File: config.mk
export PLATFORM = sky130hd
export DESIGN_NAME = ebpm_top
export DESIGN_NICKNAME = d
export VERILOG_FILES = /design/src/verilog/ebpm_pkg.sv /design/src/verilog/ebpm_top.sv /design/src/verilog/ebpm_owner.sv /design/src/verilog/ebpm_route.sv
export SDC_FILE = /design/constraint.sdc
export NUM_CORES = 1
export LEC_CHECK = 0
export CORE_AREA = 2 2 109 111
export DETAILED_ROUTE_END_ITERATION = 8
export DIE_AREA = 0 0 111 113
export DONT_BUFFER_PORTS = 1
export GPL_ROUTABILITY_DRIVEN = 1
export GPL_TIMING_DRIVEN = 0
export PLACE_DENSITY = 0.69
export RECOVER_POWER = 50
export SYNTH_ARGS = -nofsm -noshare
export SYNTH_HDL_FRONTEND = slang
export SYNTH_SLANG_ARGS = --single-unit
File: constraint.sdc
create_clock -name CLK -period 1.93 [get_ports CLK]
set_clock_uncertainty 0.1 [all_clocks]
set_input_delay 0.2895 -clock CLK [delete_from_list [all_inputs] [get_ports CLK]]
set_output_delay 0.2895 -clock CLK [all_outputs]
set_load 0.02 [all_outputs]
File: src/verilog/ebpm_pkg.sv
// Package of the external bus pin-function multiplexer: modes, pin indices, carriers.
// Assumes the internal controllers present active-low strobes and byte-addressed buses.
package ebpm_pkg;

    // ------------------------------------------------------------------
    // Device kinds on the active access
    // ------------------------------------------------------------------
    typedef enum logic [3:0] {
        DEV_S8     = 4'h0,
        DEV_S2X8   = 4'h1,
        DEV_S16    = 4'h2,
        DEV_S4X8   = 4'h3,
        DEV_S2X16  = 4'h4,
        DEV_S32    = 4'h5,
        DEV_SDRAM  = 4'h6,
        DEV_NAND   = 4'h7,
        DEV_CARD   = 4'h8,
        DEV_CARDIDE = 4'h9
    } ebpm_dev_type;

    // Pin owner state
    typedef enum logic [1:0] {
        OWN_STATIC = 2'h0,
        OWN_SDRAM  = 2'h1
    } ebpm_owner_type;

    // ------------------------------------------------------------------
    // Pin positions and widths
    // ------------------------------------------------------------------
    localparam int ADDR_W        = 26;
    localparam int DATA_W        = 32;
    localparam int NCS           = 8;
    localparam int PIN_SDRAM_CS  = 1;
    localparam int PIN_NAND_CS   = 3;
    localparam int PIN_CARD_CS0  = 4;
    localparam int PIN_CARD_CS1  = 5;
    localparam int PIN_FLASH_ALE = 21;
    localparam int PIN_FLASH_CLE = 22;
    localparam int PIN_CARD_REG  = 22;
    localparam int PIN_CARD_DIR  = 25;
    localparam int PIN_BA0       = 16;
    localparam int PIN_BA1       = 17;
    localparam int FLOAT_CYCLES  = 2;
    localparam logic [7:0] CS_IDLE = 8'hff;

    // Static controller outputs
    typedef struct packed {
        logic [25:0] addr;
        logic [7:0]  cs_n;
        logic        rd_n;
        logic        wr_n;
        logic [3:0]  be_n;
        logic        active;
        ebpm_dev_type dev;
    } ebpm_smc_type;

    // SDRAM controller outputs
    typedef struct packed {
        logic [12:0] addr;
        logic [1:0]  bank;
        logic [3:0]  dqm;
        logic        cs_n;
        logic        active;
    } ebpm_sdr_type;

    // Flash strobes
    typedef struct packed {
        logic ale;
        logic cle;
        logic re_n;
        logic we_n;
    } ebpm_nand_type;

    // Shared pins
    typedef struct packed {
        logic [25:0] a;
        logic        sdram_addr_ten;
        logic [7:0]  cs_n;
        logic        rd_n;
        logic        wr0_n;
        logic        wr1_n;
        logic        wr3_n;
        logic        nand_oe_n;
        logic        nand_we_n;
        logic        ce1_n;
        logic        ce2_n;
    } ebpm_pins_type;

endpackage

File: src/verilog/ebpm_top.sv
// Top of the external bus pin-function multiplexer: owner arbitration and pin registers.
// Assumes the board wires each device to the shared pins for its width and kind.
`timescale 1ns/1ps
module ebpm_top
    import ebpm_pkg::*;
(
    input  wire logic           CLK,
    input  wire logic           RST_N,
    input  ebpm_smc_type        SMC_IN,
    input  ebpm_sdr_type        SDR_IN,
    input  ebpm_nand_type       NAND_IN,
    input  wire logic           SDR_REFRESH,
    input  wire logic [31:0]    SMC_WDATA,
    input  wire logic [31:0]    SDR_WDATA,
    input  wire logic           SMC_DOE,
    input  wire logic           SDR_DOE,
    input  wire logic [31:0]    D_IN,
    output logic [31:0]         D_OUT,
    output logic                D_OE,
    output logic [31:0]         RDATA,
    output ebpm_pins_type       PINS,
    output logic                SMC_STALL
);
    import ebpm_pkg::*;

    ebpm_owner_type owner;
    logic           gap;
    logic [25:0]    st_a;
    logic           st_wr0_n, st_wr1_n, st_wr3_n, st_ce1_n, st_ce2_n;
    ebpm_pins_type  pins_reg, pins_next;
    logic [31:0]    dout_reg, dout_next;
    logic           doe_reg, doe_next;
    logic [31:0]    rdata_reg, rdata_next;
    logic           sdr_access;

    // ------------------------------------------------------------------
    // Owner arbitration and static routing
    // ------------------------------------------------------------------
    ebpm_owner u_owner (
        .CLK        (CLK),
        .RST_N      (RST_N),
        .smc_active (SMC_IN.active),
        .sdr_active (sdr_access),
        .owner      (owner),
        .gap        (gap)
    );

    ebpm_route u_route (
        .static_mem_ctrl     (SMC_IN),
        .nand_in (NAND_IN),
        .a       (st_a),
        .wr0_n   (st_wr0_n),
        .wr1_n   (st_wr1_n),
        .wr3_n   (st_wr3_n),
        .ce1_n   (st_ce1_n),
        .ce2_n   (st_ce2_n)
    );

    // Refresh is a command with CS only; it needs no data lanes
    assign sdr_access = SDR_IN.active & ~SDR_REFRESH;
    // Static waits only during the float gap or an SDRAM data access
    assign SMC_STALL  = gap | (owner == OWN_SDRAM);

    // ------------------------------------------------------------------
    // Pin values per owner
    // ------------------------------------------------------------------
    always_comb begin
        pins_next = pins_reg;
        dout_next = dout_reg;
        doe_next  = 1'b0;
        rdata_next = rdata_reg;
        // SDRAM chip select passes straight unless static owns the lanes and SDRAM is idle
        pins_next.cs_n[PIN_SDRAM_CS] = SDR_IN.cs_n;
        if (owner == OWN_SDRAM && !gap) begin
            pins_next.a[10:2]    = SDR_IN.addr[8:0];
            pins_next.a[11]      = SDR_IN.addr[9];
            pins_next.sdram_addr_ten      = SDR_IN.addr[10];
            pins_next.a[14:13]   = SDR_IN.addr[12:11];
            pins_next.a[PIN_BA0] = SDR_IN.bank[0];
            pins_next.a[PIN_BA1] = SDR_IN.bank[1];
            pins_next.a[0]       = SDR_IN.dqm[0];
            pins_next.wr1_n      = SDR_IN.dqm[1];
            pins_next.a[1]       = SDR_IN.dqm[2];
            pins_next.wr3_n      = SDR_IN.dqm[3];
            dout_next            = SDR_WDATA;
            doe_next             = SDR_DOE;
            rdata_next           = D_IN;
        end else if (owner == OWN_STATIC && !gap && SMC_IN.active) begin
            pins_next.a         = st_a;
            pins_next.cs_n[0]   = SMC_IN.cs_n[0];
            pins_next.cs_n[2]   = SMC_IN.cs_n[2];
            pins_next.cs_n[7:3] = SMC_IN.cs_n[7:3];
            if (SDR_IN.cs_n && !SDR_IN.active) begin
                pins_next.cs_n[PIN_SDRAM_CS] = SMC_IN.cs_n[PIN_SDRAM_CS];
            end
            pins_next.rd_n      = (SMC_IN.dev == DEV_CARDIDE) ? 1'b1 : SMC_IN.rd_n;
            pins_next.wr0_n     = st_wr0_n;
            pins_next.wr1_n     = st_wr1_n;
            pins_next.wr3_n     = st_wr3_n;
            pins_next.ce1_n     = st_ce1_n;
            pins_next.ce2_n     = st_ce2_n;
            pins_next.nand_oe_n = (SMC_IN.dev == DEV_NAND) ? NAND_IN.re_n : 1'b1;
            pins_next.nand_we_n = (SMC_IN.dev == DEV_NAND) ? NAND_IN.we_n : 1'b1;
            dout_next           = SMC_WDATA;
            doe_next            = SMC_DOE;
            rdata_next          = D_IN;
        end else begin
            // Idle: strobes released except wr1_n/wr3_n, which hold while SDRAM owns the pins; address held
            pins_next.cs_n      = {CS_IDLE[7:2], SDR_IN.cs_n, CS_IDLE[0]};
            pins_next.rd_n      = 1'b1;
            pins_next.wr0_n     = 1'b1;
            pins_next.wr1_n     = (owner == OWN_SDRAM) ? pins_reg.wr1_n : 1'b1;
            pins_next.wr3_n     = (owner == OWN_SDRAM) ? pins_reg.wr3_n : 1'b1;
            pins_next.ce1_n     = 1'b1;
            pins_next.ce2_n     = 1'b1;
            pins_next.nand_oe_n = 1'b1;
            pins_next.nand_we_n = 1'b1;
        end
    end

    // Registers
    always_ff @(posedge CLK or negedge RST_N) begin
        if (!RST_N) begin
            pins_reg <= '{a: 26'h0, sdram_addr_ten: 1'b0, cs_n: 8'hff, rd_n: 1'b1, wr0_n: 1'b1,
                          wr1_n: 1'b1, wr3_n: 1'b1, nand_oe_n: 1'b1, nand_we_n: 1'b1,
                          ce1_n: 1'b1, ce2_n: 1'b1};
            dout_reg  <= 32'h0;
            doe_reg   <= 1'b0;
            rdata_reg <= 32'h0;
        end else begin
            pins_reg  <= pins_next;
            dout_reg  <= dout_next;
            doe_reg   <= doe_next;
            rdata_reg <= rdata_next;
        end
    end

    assign PINS  = pins_reg;
    assign D_OUT = dout_reg;
    assign D_OE  = doe_reg;
    assign RDATA = rdata_reg;
endmodule

File: src/verilog/ebpm_owner.sv
// Pin owner arbiter with a float gap between owner changes.
// Assumes controllers raise active only while their access is on the pins.
`timescale 1ns/1ps
module ebpm_owner
    import ebpm_pkg::*;
(
    input  wire logic           CLK,
    input  wire logic           RST_N,
    input  wire logic           smc_active,
    input  wire logic           sdr_active,
    output ebpm_owner_type      owner,
    output logic                gap
);
    ebpm_owner_type owner_reg, owner_next;
    logic [1:0]     gap_reg, gap_next;

    // ------------------------------------------------------------------
    // Next owner
    // ------------------------------------------------------------------
    always_comb begin
        owner_next = owner_reg;
        gap_next   = (gap_reg != 2'h0) ? gap_reg - 2'h1 : 2'h0;
        unique case (owner_reg)
            OWN_STATIC: begin
                if (sdr_active && !smc_active && gap_reg == 2'h0) begin
                    owner_next = OWN_SDRAM;
                    gap_next   = 2'(FLOAT_CYCLES);
                end
            end
            OWN_SDRAM: begin
                if (!sdr_active && gap_reg == 2'h0) begin
                    owner_next = OWN_STATIC;
                    gap_next   = 2'(FLOAT_CYCLES);
                end
            end
            default: owner_next = OWN_STATIC;
        endcase
    end

    // Registers
    always_ff @(posedge CLK or negedge RST_N) begin
        if (!RST_N) begin
            owner_reg <= OWN_STATIC;
            gap_reg   <= 2'h0;
        end else begin
            owner_reg <= owner_next;
            gap_reg   <= gap_next;
        end
    end

    assign owner = owner_reg;
    assign gap   = (gap_reg != 2'h0);
endmodule

File: src/verilog/ebpm_route.sv
// Static pin routing: address shift and strobe placement per device kind.
// Assumes static address and strobes are settled each cycle.
`timescale 1ns/1ps
module ebpm_route
    import ebpm_pkg::*;
(
    input  ebpm_smc_type        static_mem_ctrl,
    input  ebpm_nand_type       nand_in,
    output logic [25:0]         a,
    output logic                wr0_n,
    output logic                wr1_n,
    output logic                wr3_n,
    output logic                ce1_n,
    output logic                ce2_n
);
    logic [25:0] ad;

    // ------------------------------------------------------------------
    // Routing per device kind
    // ------------------------------------------------------------------
    always_comb begin
        ad    = static_mem_ctrl.addr;
        a     = ad;
        wr0_n = 1'b1;
        wr1_n = 1'b1;
        wr3_n = 1'b1;
        ce1_n = 1'b1;
        ce2_n = 1'b1;
        unique case (static_mem_ctrl.dev)
            DEV_S8: begin
                a     = ad;
                wr0_n = static_mem_ctrl.wr_n;
            end
            DEV_S2X8: begin
                a     = {1'b0, ad[25:1]};
                wr0_n = static_mem_ctrl.wr_n | static_mem_ctrl.be_n[0];
                wr1_n = static_mem_ctrl.wr_n | static_mem_ctrl.be_n[1];
            end
            DEV_S16: begin
                a     = {1'b0, ad[25:1]};
                a[0]  = static_mem_ctrl.be_n[0];
                a[1]  = ad[1];
                wr0_n = static_mem_ctrl.wr_n;
                wr1_n = static_mem_ctrl.be_n[1];
            end
            DEV_S4X8: begin
                a     = {2'h0, ad[25:2]};
                a[0]  = 1'b1;
                a[1]  = static_mem_ctrl.wr_n | static_mem_ctrl.be_n[2];
                wr0_n = static_mem_ctrl.wr_n | static_mem_ctrl.be_n[0];
                wr1_n = static_mem_ctrl.wr_n | static_mem_ctrl.be_n[1];
                wr3_n = static_mem_ctrl.wr_n | static_mem_ctrl.be_n[3];
            end
            DEV_S2X16, DEV_S32: begin
                a     = {2'h0, ad[25:2]};
                a[0]  = static_mem_ctrl.be_n[0];
                a[1]  = static_mem_ctrl.be_n[2];
                wr0_n = static_mem_ctrl.wr_n;
                wr1_n = static_mem_ctrl.be_n[1];
                wr3_n = static_mem_ctrl.be_n[3];
            end
            DEV_NAND: begin
                a                = ad;
                a[PIN_FLASH_ALE] = nand_in.ale;
                a[PIN_FLASH_CLE] = nand_in.cle;
            end
            DEV_CARD, DEV_CARDIDE: begin
                a[PIN_CARD_REG]  = ad[PIN_CARD_REG];
                a[PIN_CARD_DIR]  = static_mem_ctrl.wr_n;
                wr0_n            = static_mem_ctrl.wr_n;
                wr1_n            = static_mem_ctrl.rd_n;
                wr3_n            = static_mem_ctrl.wr_n;
                ce1_n            = static_mem_ctrl.be_n[0];
                ce2_n            = static_mem_ctrl.be_n[1];
            end
            default: begin
                a = ad;
            end
        endcase
    end
endmodule

# Word level (Yosys, flattened, before mapping)
# Cells that the tools add are included.
# word_totals
rom_bits	0
mem_count	0
word_cells	99
output_inout_bits	109
latchBits	0
reg_bits	112
ram_bits	0
input_bits	171
# classes
n_div	0
n_bitwise	8
add_sub_neg	1
mux	34
n_eq_ne	12
n_reduce_logical	26
n_mul	0
magnitude_cmp	0
shifts	0
# op_table
op	count
$mux W32	4
$pmux W22 S5	1
$mux W18	1
$mux W16	1
$mux W2	8
$eq A4 B3 Y1 const B	3
$mux W12	1
$pmux W2 S2	3
$mux W1	9
$pmux W1 S3	3
$eq A4 B2 Y1 const B	2
$eq A4 B4 Y1 const B	2
$reduce_or A2 Y1	4
$logic_and A1 B1 Y1	7
$reduce_or A3 Y1	2
$reduce_or A6 Y1	1
$or A1 B1 Y1	5
$reduce_or A5 Y1	1
$eq A4 B1 Y1 const B	1
$logic_not A1 Y1	4
$logic_not A2 Y1	2
$logic_not A4 Y1	1
$mux W4	1
$ne A2 B1 Y1 const B	2
8 further kinds	12

# Longest topological paths before layout
# Gate-level depths: netlist (run 1).
# depth
ltp_word	6
mapped_depth	7
mapped_depth_nobuf	4

# Cells and area by module
# A second synthesis (run 1) with hierarchy kept.
# unflattened
hier_cells	549
hier_area_um2	5972.0
# modules_own_cells
module	area_per_inst_um2	cells_each	instances	seq_area_each_um2
ebpm_top	4922.2	418	1	2722.6
ebpm_route	903.4	118	1	0.0
ebpm_owner	146.4	13	1	75.1

# Worst setup path after synthesis (run 1)
# No wires, ideal clock.
# synth_path
path_kind	register to register
start	reg u_owner.gap_reg[1]
end	reg pins_reg (netlist bit PINS[2])
slack_ns	0.079
path_buffers	1
arrival_ns	1.672
setup_ns	0.080
synth_period_minus_slack_ns	1.851
required_time_ns	1.750
path_stages_with_launch	5
cell_sequence	dfrtp_1 -> or4b_1 -> clkbuf_2 -> or4_4 -> o22a_1
# synth_via
elab_chain_len	5
word_cells_on_any_way	6
cone_classes	mux: 1; reduce/logical: 5
# synth_rtl
item	line	text
from (decl)	ebpm_owner.sv:15	logic [1:0] gap_reg, gap_next;
from (signal assigned)	ebpm_owner.sv:47	gap_reg <= gap_next;
$reduce_bool A2 Y1 *	ebpm_owner.sv:52	assign gap = (gap_reg != 2'h0);
$logic_not A1 Y1 *	ebpm_top.sv:74, ebpm_top.sv:88	
$logic_and A1 B1 Y1 (2 in a row)	ebpm_top.sv:88	end else if (owner == OWN_STATIC && !gap && SMC_IN.active) begin
$mux W16	ebpm_top.sv:88	
to (signal assigned)	ebpm_top.sv:124	pins_reg <= '{a: 26'h0, sdram_addr_ten: 1'b0, cs_n: 8'hff, rd_n: 1'b1, wr0_n: 1'b1,
to (signal assigned)	ebpm_top.sv:131	pins_reg <= pins_next;
to (decl)	ebpm_top.sv:30	ebpm_pins_type pins_reg, pins_next;
# Mark *: on every way between the ends. The rest lies on a longest branch, timed or not.
# A chain may end at the register's enable or synchronous reset.

# Worst setup path after layout (run 1)
# layout_path
start	reg u_owner.gap_reg[1]
end	reg dout_reg[7], in the netlist D_OUT[7]
# layout_via
elab_chain_len	5
word_cells_on_any_way	7
cone_classes	mux: 1; reduce/logical: 6
# layout_rtl
item	line	text
$reduce_bool A2 Y1 *	ebpm_owner.sv:52	
$logic_not A1 Y1 *	ebpm_top.sv:74, ebpm_top.sv:88	
$logic_and A1 B1 Y1 (2 in a row)	ebpm_top.sv:88	
$reduce_bool A2 Y1 (no source line)	--	
to (signal assigned)	ebpm_top.sv:132	dout_reg <= dout_next;
to (decl)	ebpm_top.sv:31	logic [31:0] dout_reg, dout_next;
# Marked as above.

==> results.json, run 1 <==
{
  "status": "complete, but fails checks",
  "violations": "hold timing",
  "final_antenna_net_count": 0,
  "yosys_warnings": 0,
  "clock-sinks": 111,
  "post_drt_wl_per_cell_um": 21.66,
  "swShare_pct": 47.23,
  "overflow": 0,
  "core-area_um2": 11270,
  "finalSetupViolCount": 0,
  "relSlewSlack_pct": 56.51,
  "layout_min_cycle_time_ns": 1.855,
  "r2r-end": "D_OUT[7]",
  "netlist-cell-type-count": 49,
  "p_clk_share_pct": 16.7,
  "antenna_found_initial": 0,
  "maxCapViolations": 0,
  "peakVddDrop_mv": 0.9493,
  "p_leak_nw": 3.034,
  "regArea_um2": 2799,
  "synth_flop_cell": "dfrtp_1",
  "cts_root_buf": "clkbuf_16",
  "cp_max_fo": 8,
  "p_comb_share_pct": 32.5,
  "ff2ff_setup_slack_ns": 0.08,
  "rsz0062_at_grt": "yes",
  "clk_path_buf_depth": 2,
  "gp_congestion": 0.9141,
  "die-width_um": 111,
  "crit_path_start": "u_owner.gap_reg[1]",
  "crit_end": "D_OUT[7]",
  "internal_power_mw": 5.829,
  "drt_iter0_markers": 619,
  "syn_area_um2": 5520,
  "die_h_um": 113,
  "tightest_slew_ns": 0.6499,
  "worst_slack_ns": 0.07506,
  "synth_edf_count": 0,
  "total_power_mw": 11.04,
  "cts_made_buffers": 9,
  "yosysTopAreaCellShare_pct": 43.06,
  "p_seq_share_pct": 50.8,
  "ys_ff_latch": 111,
  "drt_first_pass_iters": 5,
  "initial_core_util_pct": 48.97,
  "dp_hpwl_um": 13050,
  "synth_seq_area_share_pct": 50.68,
  "final_net_count": 891,
  "end_kind": "register",
  "cp.arrival_ns": 2.02,
  "yosysMostFrequentCell": "nand2_1",
  "rows": 39,
  "reg2reg_depth": 6,
  "finalSetupTns_ns": 0,
  "cp.required_ns": 2.10,
  "avgSynthCellArea_um2": 8.933,
  "p_per_area_nw_per_um2": 1574,
  "holdCritPathClass": "in2async",
  "antenna_cells": 0,
  "fillers": 925,
  "yosys-top-cells-area": "dfrtp_1 (43%), nand2_1 (12%), dfstp_2 (7.6%), a31oi_1 (3.9%), mux2_2 (3.1%)",
  "area_growth_pct": 27.11,
  "startpoint_type": "register",
  "drive_gt1_share_pct": 13.38,
  "place_ws_ns": -0.4363,
  "grtUsageTotal_pct": 28.69,
  "drc_errors": 0,
  "multi_input_area_um2": 2526,
  "grt_pass1_wl_um": 28530,
  "max_freq_mhz": 539.1,
  "routed_wl_um": 18800,
  "timing.rr.start": "u_owner.gap_reg[1]",
  "grt_start_max_net_pins": 112,
  "cts_tree": "yes",
  "viasPerCell": 6.165,
  "worstSetupPathType": "reg2reg",
  "dieArea_um2": 12540,
  "syn_inst": 618,
  "whs_ns": -0.4789,
  "grt_pass1_vias": 5290,
  "htreeDepth": 3,
  "io_buffers": 0,
  "yosysTopAreaCell": "dfrtp_1",
  "largest_reg_flops": 43,
  "synth_fp_nets": 789,
  "clk_latency_ns": 0.34,
  "io_pins": 280,
  "fin_crit_sh_pct": 96.11,
  "async_flop_share_pct": 100.0,
  "vias": 5351,
  "hold_viol_final": 111,
  "power.net_switching_mw": 5.216,
  "clk_pin_slew_worst_paths_ns": 0.08,
  "slew_viol_final": 0,
  "synthTopCellsByCount": "nand2_1 (180), dfrtp_1 (95), nor2_1 (45)"
}
## critical path, cell delays in order (launching register included)
cell and delay [ns]:
dfrtp_2 0.44, or3_4 0.47, nor2_4 0.22, buf_8 0.15
buf_6 0.13, nand2_1 0.07, a31oi_1 0.19
## worst min-delay path by stage
stage	from	to	slack, ns	depth (start not counted)
after floorplan	RST_N	D_OE	-0.11	0
after global placement	RST_N	D_OUT[25]	-0.10	0
after detailed placement	RST_N	D_OUT[26]	-0.10	0
after CTS	RST_N	D_OUT[25]	-0.48	0
after global routing	RST_N	D_OUT[26]	-0.49	0
final	RST_N	D_OUT[25]	-0.48	0
## power groups by stage
| stage | Clock [mW] | Sequential (mW) | Combinational (mW) |
|---|---|---|---|
| 2_1_floorplan | 0 | 5.33 | 2.41 |
| 3_3_place_gp | 0 | 5.62 | 3.00 |
| 3_5_place_dp | 0 | 5.63 | 3.13 |
| 4_1_cts | 1.86 | 5.60 | 3.42 |
| 5_1_grt | 1.94 | 5.73 | 4.00 |
| 6_report | 1.84 | 5.62 | 3.59 |
## what timing repair did
item / 4_1_cts / 5_1_grt
endpoints found under the setup margin: 95 / 90
hold buffers: 86 / 3
hold endpoints to repair: 185 / 114
pin swaps: 3 / 5
resized for setup: 27 / 41
setup buffers: 2 / 2
## cell families (layout without fill, tap and decap cells)
group,count (synthesis),after routing,synth area share (%)
DFF,111,111,50.68
xor gates and xnor gates,2,2,0.3174
AOI/OAI and AO/OA,159,159,20.90
muxes,18,18,3.604
buffers and inverters,60,167,4.352
and+or+nand+nor,268,268,20.15
## per-stage QoR
step / util, % / std cells / instance area (µm²)
after CTS: 61.54 / 865 / 6937
after floorplan: - / 618 / 5520
after global placement: 50.56 / 761 / 5699
after global routing: 62.25 / 868 / 7017
final: 62.25 / 868 / 7017
after detailed placement: 50.56 / 761 / 5699
## cell usage in the layout, fill, tap and decap left out, types with 15 or more instances in the layout
cell type and n:
dlygate4sd3_1 89, a22oi_1 16, a31oi_1 34, nand2_1 179, a21oi_1 21, nor2_1 42, dfstp_2 16, o211ai_1 16
clkbuf_1 15, mux2_2 15, nand3_1 17, dfrtp_1 94
## layout make-up
cell class / count / share of cell area, %
Inverter: 8 / 0.4280
Sequential cell: 111 / 39.89
Clock buffer: 9 / 3.210
Timing Repair Buffer: 93 / 13.18
Buffer: 50 / 3.834
Multi-Input combinational cell: 447 / 36.00
Tap cell: 143 / 2.550
Clock inverter: 7 / 0.9094
## layer usage
layer / wire, µm / vias to the layer above / GRT usage (%)
li1: - / 2395 / -
met1: 7138 / 2615 / 33.47
met2: 9502 / 296 / 50.51
met3: 1726 / 45 / 9.320
met4: 437 / 0 / 9.000
met5: 0 / - / 0
(Power assumes the default switching activity.)
==> inputs of run 2 (changes only) <==
--- a/config.mk
+++ b/config.mk
@@ -5,13 +5,13 @@
 export SDC_FILE = /design/constraint.sdc
 export NUM_CORES = 1
 export LEC_CHECK = 0
-export CORE_AREA = 2 2 109 111
+export CORE_MARGIN = 2
+export CORE_UTILIZATION = 48
 export DETAILED_ROUTE_END_ITERATION = 8
-export DIE_AREA = 0 0 111 113
 export DONT_BUFFER_PORTS = 1
 export GPL_ROUTABILITY_DRIVEN = 1
 export GPL_TIMING_DRIVEN = 0
-export PLACE_DENSITY = 0.69
+export PLACE_DENSITY = 0.68
 export RECOVER_POWER = 50
 export SYNTH_ARGS = -nofsm -noshare
 export SYNTH_HDL_FRONTEND = slang
==> results.json, run 2 (synthesis gave the netlist of run 1 again) <==
{
  "core-area_um2": 11320,
  "tightest_slew_ns": 0.6391,
  "clock-sinks": 111,
  "post_drt_wl_per_cell_um": 21.63,
  "antenna_found_initial": 1,
  "routed_wl_um": 19380,
  "worstSetupPathType": "reg2reg",
  "timing.rr.start": "u_owner.gap_reg[1]",
  "fin_util_pct": 65.24,
  "rows": 39,
  "grtUsageTotal_pct": 30.84,
  "grt_start_max_net_pins": 112,
  "cp_num_buf_inv": 1,
  "drc_errors": 0,
  "startpoint_type": "register",
  "vias": 5435,
  "drt_iter0_markers": 517,
  "dieArea_um2": 12370,
  "viasPerCell": 6.066,
  "grt_pass1_wl_um": 30270,
  "layout_commonest_cell": "nand2_1",
  "io_buffers": 0,
  "end_kind": "register",
  "peakVddDrop_mv": 0.9553,
  "cp_cell_sequence": "or4b_1 -> clkbuf_8 -> or4_4 -> o22a_1",
  "hold_viol_final": 111,
  "htreeDepth": 3,
  "rsz0062_at_grt": "yes",
  "overflow": 0,
  "maxCapViolations": 0,
  "clk_pin_slew_worst_paths_ns": 0.07,
  "cts_made_buffers": 9,
  "total_power_mw": 11.53,
  "cp.arrival_ns": 2.12,
  "violations": "hold timing, setup timing",
  "final_cell_mix": "nand2_1 (179), dlygate4sd3_1 (117), dfrtp_1 (95)",
  "grt_pass1_vias": 5737,
  "crit_family": "simple AND/OR/NAND/NOR gates",
  "cpPeakStageDelay_ns": 0.54,
  "worst_slack_ns": -0.004491,
  "finalSetupTns_ns": -0.005228,
  "initial_core_util_pct": 48.76,
  "die_h_um": 111.2,
  "crit_path_start": "u_owner.gap_reg[1]",
  "drt_first_pass_iters": 5,
  "p_leak_nw": 3.183,
  "p_per_area_nw_per_um2": 1561,
  "dp_hpwl_um": 12980,
  "relSlewSlack_pct": 57.24,
  "slowest_stage": "or4b_1",
  "whs_ns": -0.4791,
  "drive_gt1_share_pct": 12.77,
  "cp_max_fo": 6,
  "max_freq_mhz": 516.9,
  "holdCritPathClass": "in2async",
  "largest_reg_flops": 43,
  "cts_root_buf": "clkbuf_16",
  "die-width_um": 111.2,
  "io_pins": 280,
  "cp.required_ns": 2.12,
  "fin_crit_sh_pct": 100.2,
  "clk_path_buf_depth": 2,
  "slew_viol_final": 0,
  "gp_congestion": 0.9225,
  "layout_min_cycle_time_ns": 1.934,
  "clk_latency_ns": 0.35,
  "finalSetupViolCount": 2,
  "cts_tree": "yes",
  "area_growth_pct": 33.79,
  "stdcell_count": 896,
  "status": "complete, but fails checks",
  "post-place-cells": 761,
  "final_antenna_net_count": 0,
  "final_net_count": 918
}
## run 2: cell types whose count changed in the layout (fill, tap and decap cells not counted), moves of 2 or more
cell	change
buf_2	-5
bufinv_16	+3
clkbuf_2	+3
dlygate4sd3_1	+28
inv_6	-2
o21ai_0	+3
o21ai_1	-4
## run 2: path summary, 6_finish.rpt
kind / to / slack [ns] / cells after the start
worst max register to register: PINS[3] / -0.004 / 4
worst min-delay path: D_OUT[24] / -0.48 / 0
min in group CLK: D_OUT[29] / 0 / 2
worst min register to register: u_owner.gap_reg[0] / 0.44 / 1
max in group asynchronous: PINS[13] / 2.00 / 0
worst max-delay path: PINS[3] / -0.004 / 4
## run 2: cell type report
type                    instances  area (µm²)
fillers                       886        3935
multi-input cells             447        2534
repair buffers                118        1191
plain buffers                  52       295.3
flip-flops and latches        111        2798
well taps                     143       178.9
diodes                          1       2.502
clock inverters                 7       131.4
clock buffers                   9       225.2
inverters                       8       30.03
## run 2: power by group
group | switching (mW) | leakage (nW) | total (mW) | internal (mW)
clock network | 0.948 | 0.169 | 2.24 | 1.29
logic | 2.19 | 1.69 | 3.69 | 1.50
registers | 2.13 | 1.32 | 5.60 | 3.48
## run 2: metrics by stage
| step | setup slack (ns) | area [µm²] |
|---|---|---|
| after floorplan | 0.07856 | 5520 |
| after detailed placement | -0.3963 | 5699 |
| after global placement | -0.3749 | 5699 |
| final | -0.004491 | 7386 |
| after global routing | -0.04582 | 7386 |
| after CTS | 0.006495 | 7316 |
## run 2: per-layer routing
layer,vias up,wire length (µm),track usage (%)
met3,58,1695,10.01
li1,2446,-,-
met2,298,9887,54.31
met1,2633,7056,33.26
met4,0,743,15.23
met5,-,0,0
## run 2: timing repair
item | CTS | global route
resized for setup | 29 | 37
endpoints found under the setup margin | 93 | 88
hold buffers | 116 | 1
endpoints found under the hold margin | 197 | 112
pin swaps | 4 | 3
buffers inserted | 1 | 0
==> inputs of run 3 (changes only) <==
--- a/config.mk
+++ b/config.mk
@@ -5,13 +5,13 @@
 export SDC_FILE = /design/constraint.sdc
 export NUM_CORES = 1
 export LEC_CHECK = 0
-export CORE_MARGIN = 2
-export CORE_UTILIZATION = 48
+export CORE_AREA = 2 2 108 110
 export DETAILED_ROUTE_END_ITERATION = 8
+export DIE_AREA = 0 0 110 112
 export DONT_BUFFER_PORTS = 1
 export GPL_ROUTABILITY_DRIVEN = 1
 export GPL_TIMING_DRIVEN = 0
-export PLACE_DENSITY = 0.68
+export PLACE_DENSITY = 0.67
 export RECOVER_POWER = 50
 export SYNTH_ARGS = -nofsm -noshare
 export SYNTH_HDL_FRONTEND = slang
==> results.json, run 3 (synthesis gave the netlist of run 1 again) <==
{
  "end_kind": "register",
  "clk_latency_ns": 0.35,
  "rows": 39,
  "ctsHoldBuffers": 85,
  "cts_root_buf": "clkbuf_16",
  "post_dp_cell_area_um2": 5699,
  "p_per_area_nw_per_um2": 1605,
  "hold_viol_final": 111,
  "gp_congestion": 0.9193,
  "antenna_found_initial": 0,
  "reg2reg_depth": 6,
  "tightest_slew_ns": 0.5954,
  "rsz0062_at_grt": "yes",
  "post_drt_wl_per_cell_um": 21.63,
  "drt_iter0_markers": 629,
  "htreeDepth": 3,
  "io_buffers": 0,
  "cp_cell_sequence": "or4b_1 -> clkbuf_8 -> buf_12 -> buf_2 -> nand2_2 -> a31oi_2",
  "peakVddDrop_mv": 0.9978,
  "layout_commonest_cell": "nand2_1",
  "status": "complete, but fails checks",
  "max_freq_mhz": 527.5,
  "viasPerCell": 6.148,
  "final_cell_mix": "nand2_1 (177), dfrtp_1 (94), dlygate4sd3_1 (85)",
  "antenna_cells": 0,
  "core-area_um2": 11170,
  "cp.arrival_ns": 2.00,
  "violations": "hold timing",
  "cpPeakStageDelay_ns": 0.54,
  "drc_errors": 0,
  "initial_core_util_pct": 49.40,
  "vias": 5330,
  "drt_first_pass_iters": 5,
  "maxCapViolations": 0,
  "overflow": 0,
  "fin_crit_sh_pct": 98.23,
  "largest_reg_flops": 43,
  "relSlewSlack_pct": 60.16,
  "dieArea_um2": 12320,
  "cts_tree": "yes",
  "total_power_mw": 11.31,
  "die_h_um": 112,
  "drive_gt1_share_pct": 14.36,
  "dp_hpwl_um": 13120,
  "holdCritPathClass": "in2async",
  "area_growth_pct": 27.70,
  "p_leak_nw": 3.052,
  "io_pins": 280,
  "clk_path_buf_depth": 2,
  "clk_pin_slew_worst_paths_ns": 0.08,
  "grtUsageTotal_pct": 29.81,
  "finalSetupViolCount": 0,
  "cp_max_fo": 10,
  "final_net_count": 890,
  "whs_ns": -0.4784,
  "grt_pass1_wl_um": 28140,
  "die-width_um": 110,
  "finalSetupTns_ns": 0,
  "grt_start_max_net_pins": 112,
  "worstSetupPathType": "reg2reg",
  "slew_viol_final": 0,
  "cts_made_buffers": 9,
  "clock-sinks": 111,
  "final_antenna_net_count": 0,
  "grt_pass1_vias": 5473,
  "startpoint_type": "register",
  "fin_area_um2": 7049,
  "routed_wl_um": 18750,
  "cp.required_ns": 2.04,
  "slowest_stage": "or4b_1",
  "layout_min_cycle_time_ns": 1.896
}
-- run 3: worst paths after layout --
path / start / endpoint / slack (ns)
worst max register to register: u_owner.gap_reg[1] / D_OUT[8] / 0.03
worst max-delay path: u_owner.gap_reg[1] / D_OUT[8] / 0.03
max in group asynchronous: RST_N / PINS[9] / 1.92
worst min register to register: u_owner.gap_reg[0] / u_owner.gap_reg[0] / 0.38
worst min-delay path: RST_N / D_OUT[23] / -0.48
min in group CLK: SDR_WDATA[6] / D_OUT[6] / 0.01
-- run 3: critical path, delay by kind of cell (launching register included) --
kind                   cells  cell delay (ns)
AND/OR/NAND/NOR            2             0.65
buffers and inverters      3             0.47
flip-flops                 1             0.41
AO/OA/AOI/OAI              1             0.12
-- run 3: area by class of cell --
| cell class | instances | area, µm² |
|---|---|---|
| Inverter | 8 | 30.03 |
| Multi-Input combinational cell | 447 | 2542 |
| Clock buffer | 9 | 225.2 |
| Clock inverter | 7 | 86.33 |
| Fill cell | 935 | 4125 |
| Timing Repair Buffer | 90 | 900.9 |
| Tap cell | 143 | 178.9 |
| Buffer | 52 | 286.5 |
| Sequential cell | 111 | 2799 |
-- run 3: repair_timing --
item | 4_1_cts | 5_1_grt
setup endpoints to repair | 94 | 82
pin swaps | 3 | 2
hold endpoints to repair | 184 | 111
resized for setup | 29 | 40
setup buffers | 2 | 3
-- run 3: power by group --
group          switching, mW  internal (mW)  leakage, nW  total (mW)
clock                  0.946           1.03        0.154        1.98
sequential              2.13           3.48         1.32        5.60
combinational           2.23           1.50         1.58        3.73
-- run 3: per-stage QoR --
stage               setup WS (ns)  hold slack, ns  instances  utilization, %
floorplan                 0.07856         -0.1061        618               -
global placement          -0.4035         -0.1034        761           51.00
detailed placement        -0.4806         -0.1039        761           51.00
CTS                      0.003390         -0.4862        864           62.30
global route            -0.006393         -0.4925        867           63.08
finish                    0.03415         -0.4784        867           63.08
-- run 3: metal layers --
layer  wire, µm  track usage, %  vias up
li1           -               -     2411
met1       6789           32.64     2572
met2       9582           52.64      303
met3       1901           10.19       44
met4        477           10.63        0
met5          0               0        -
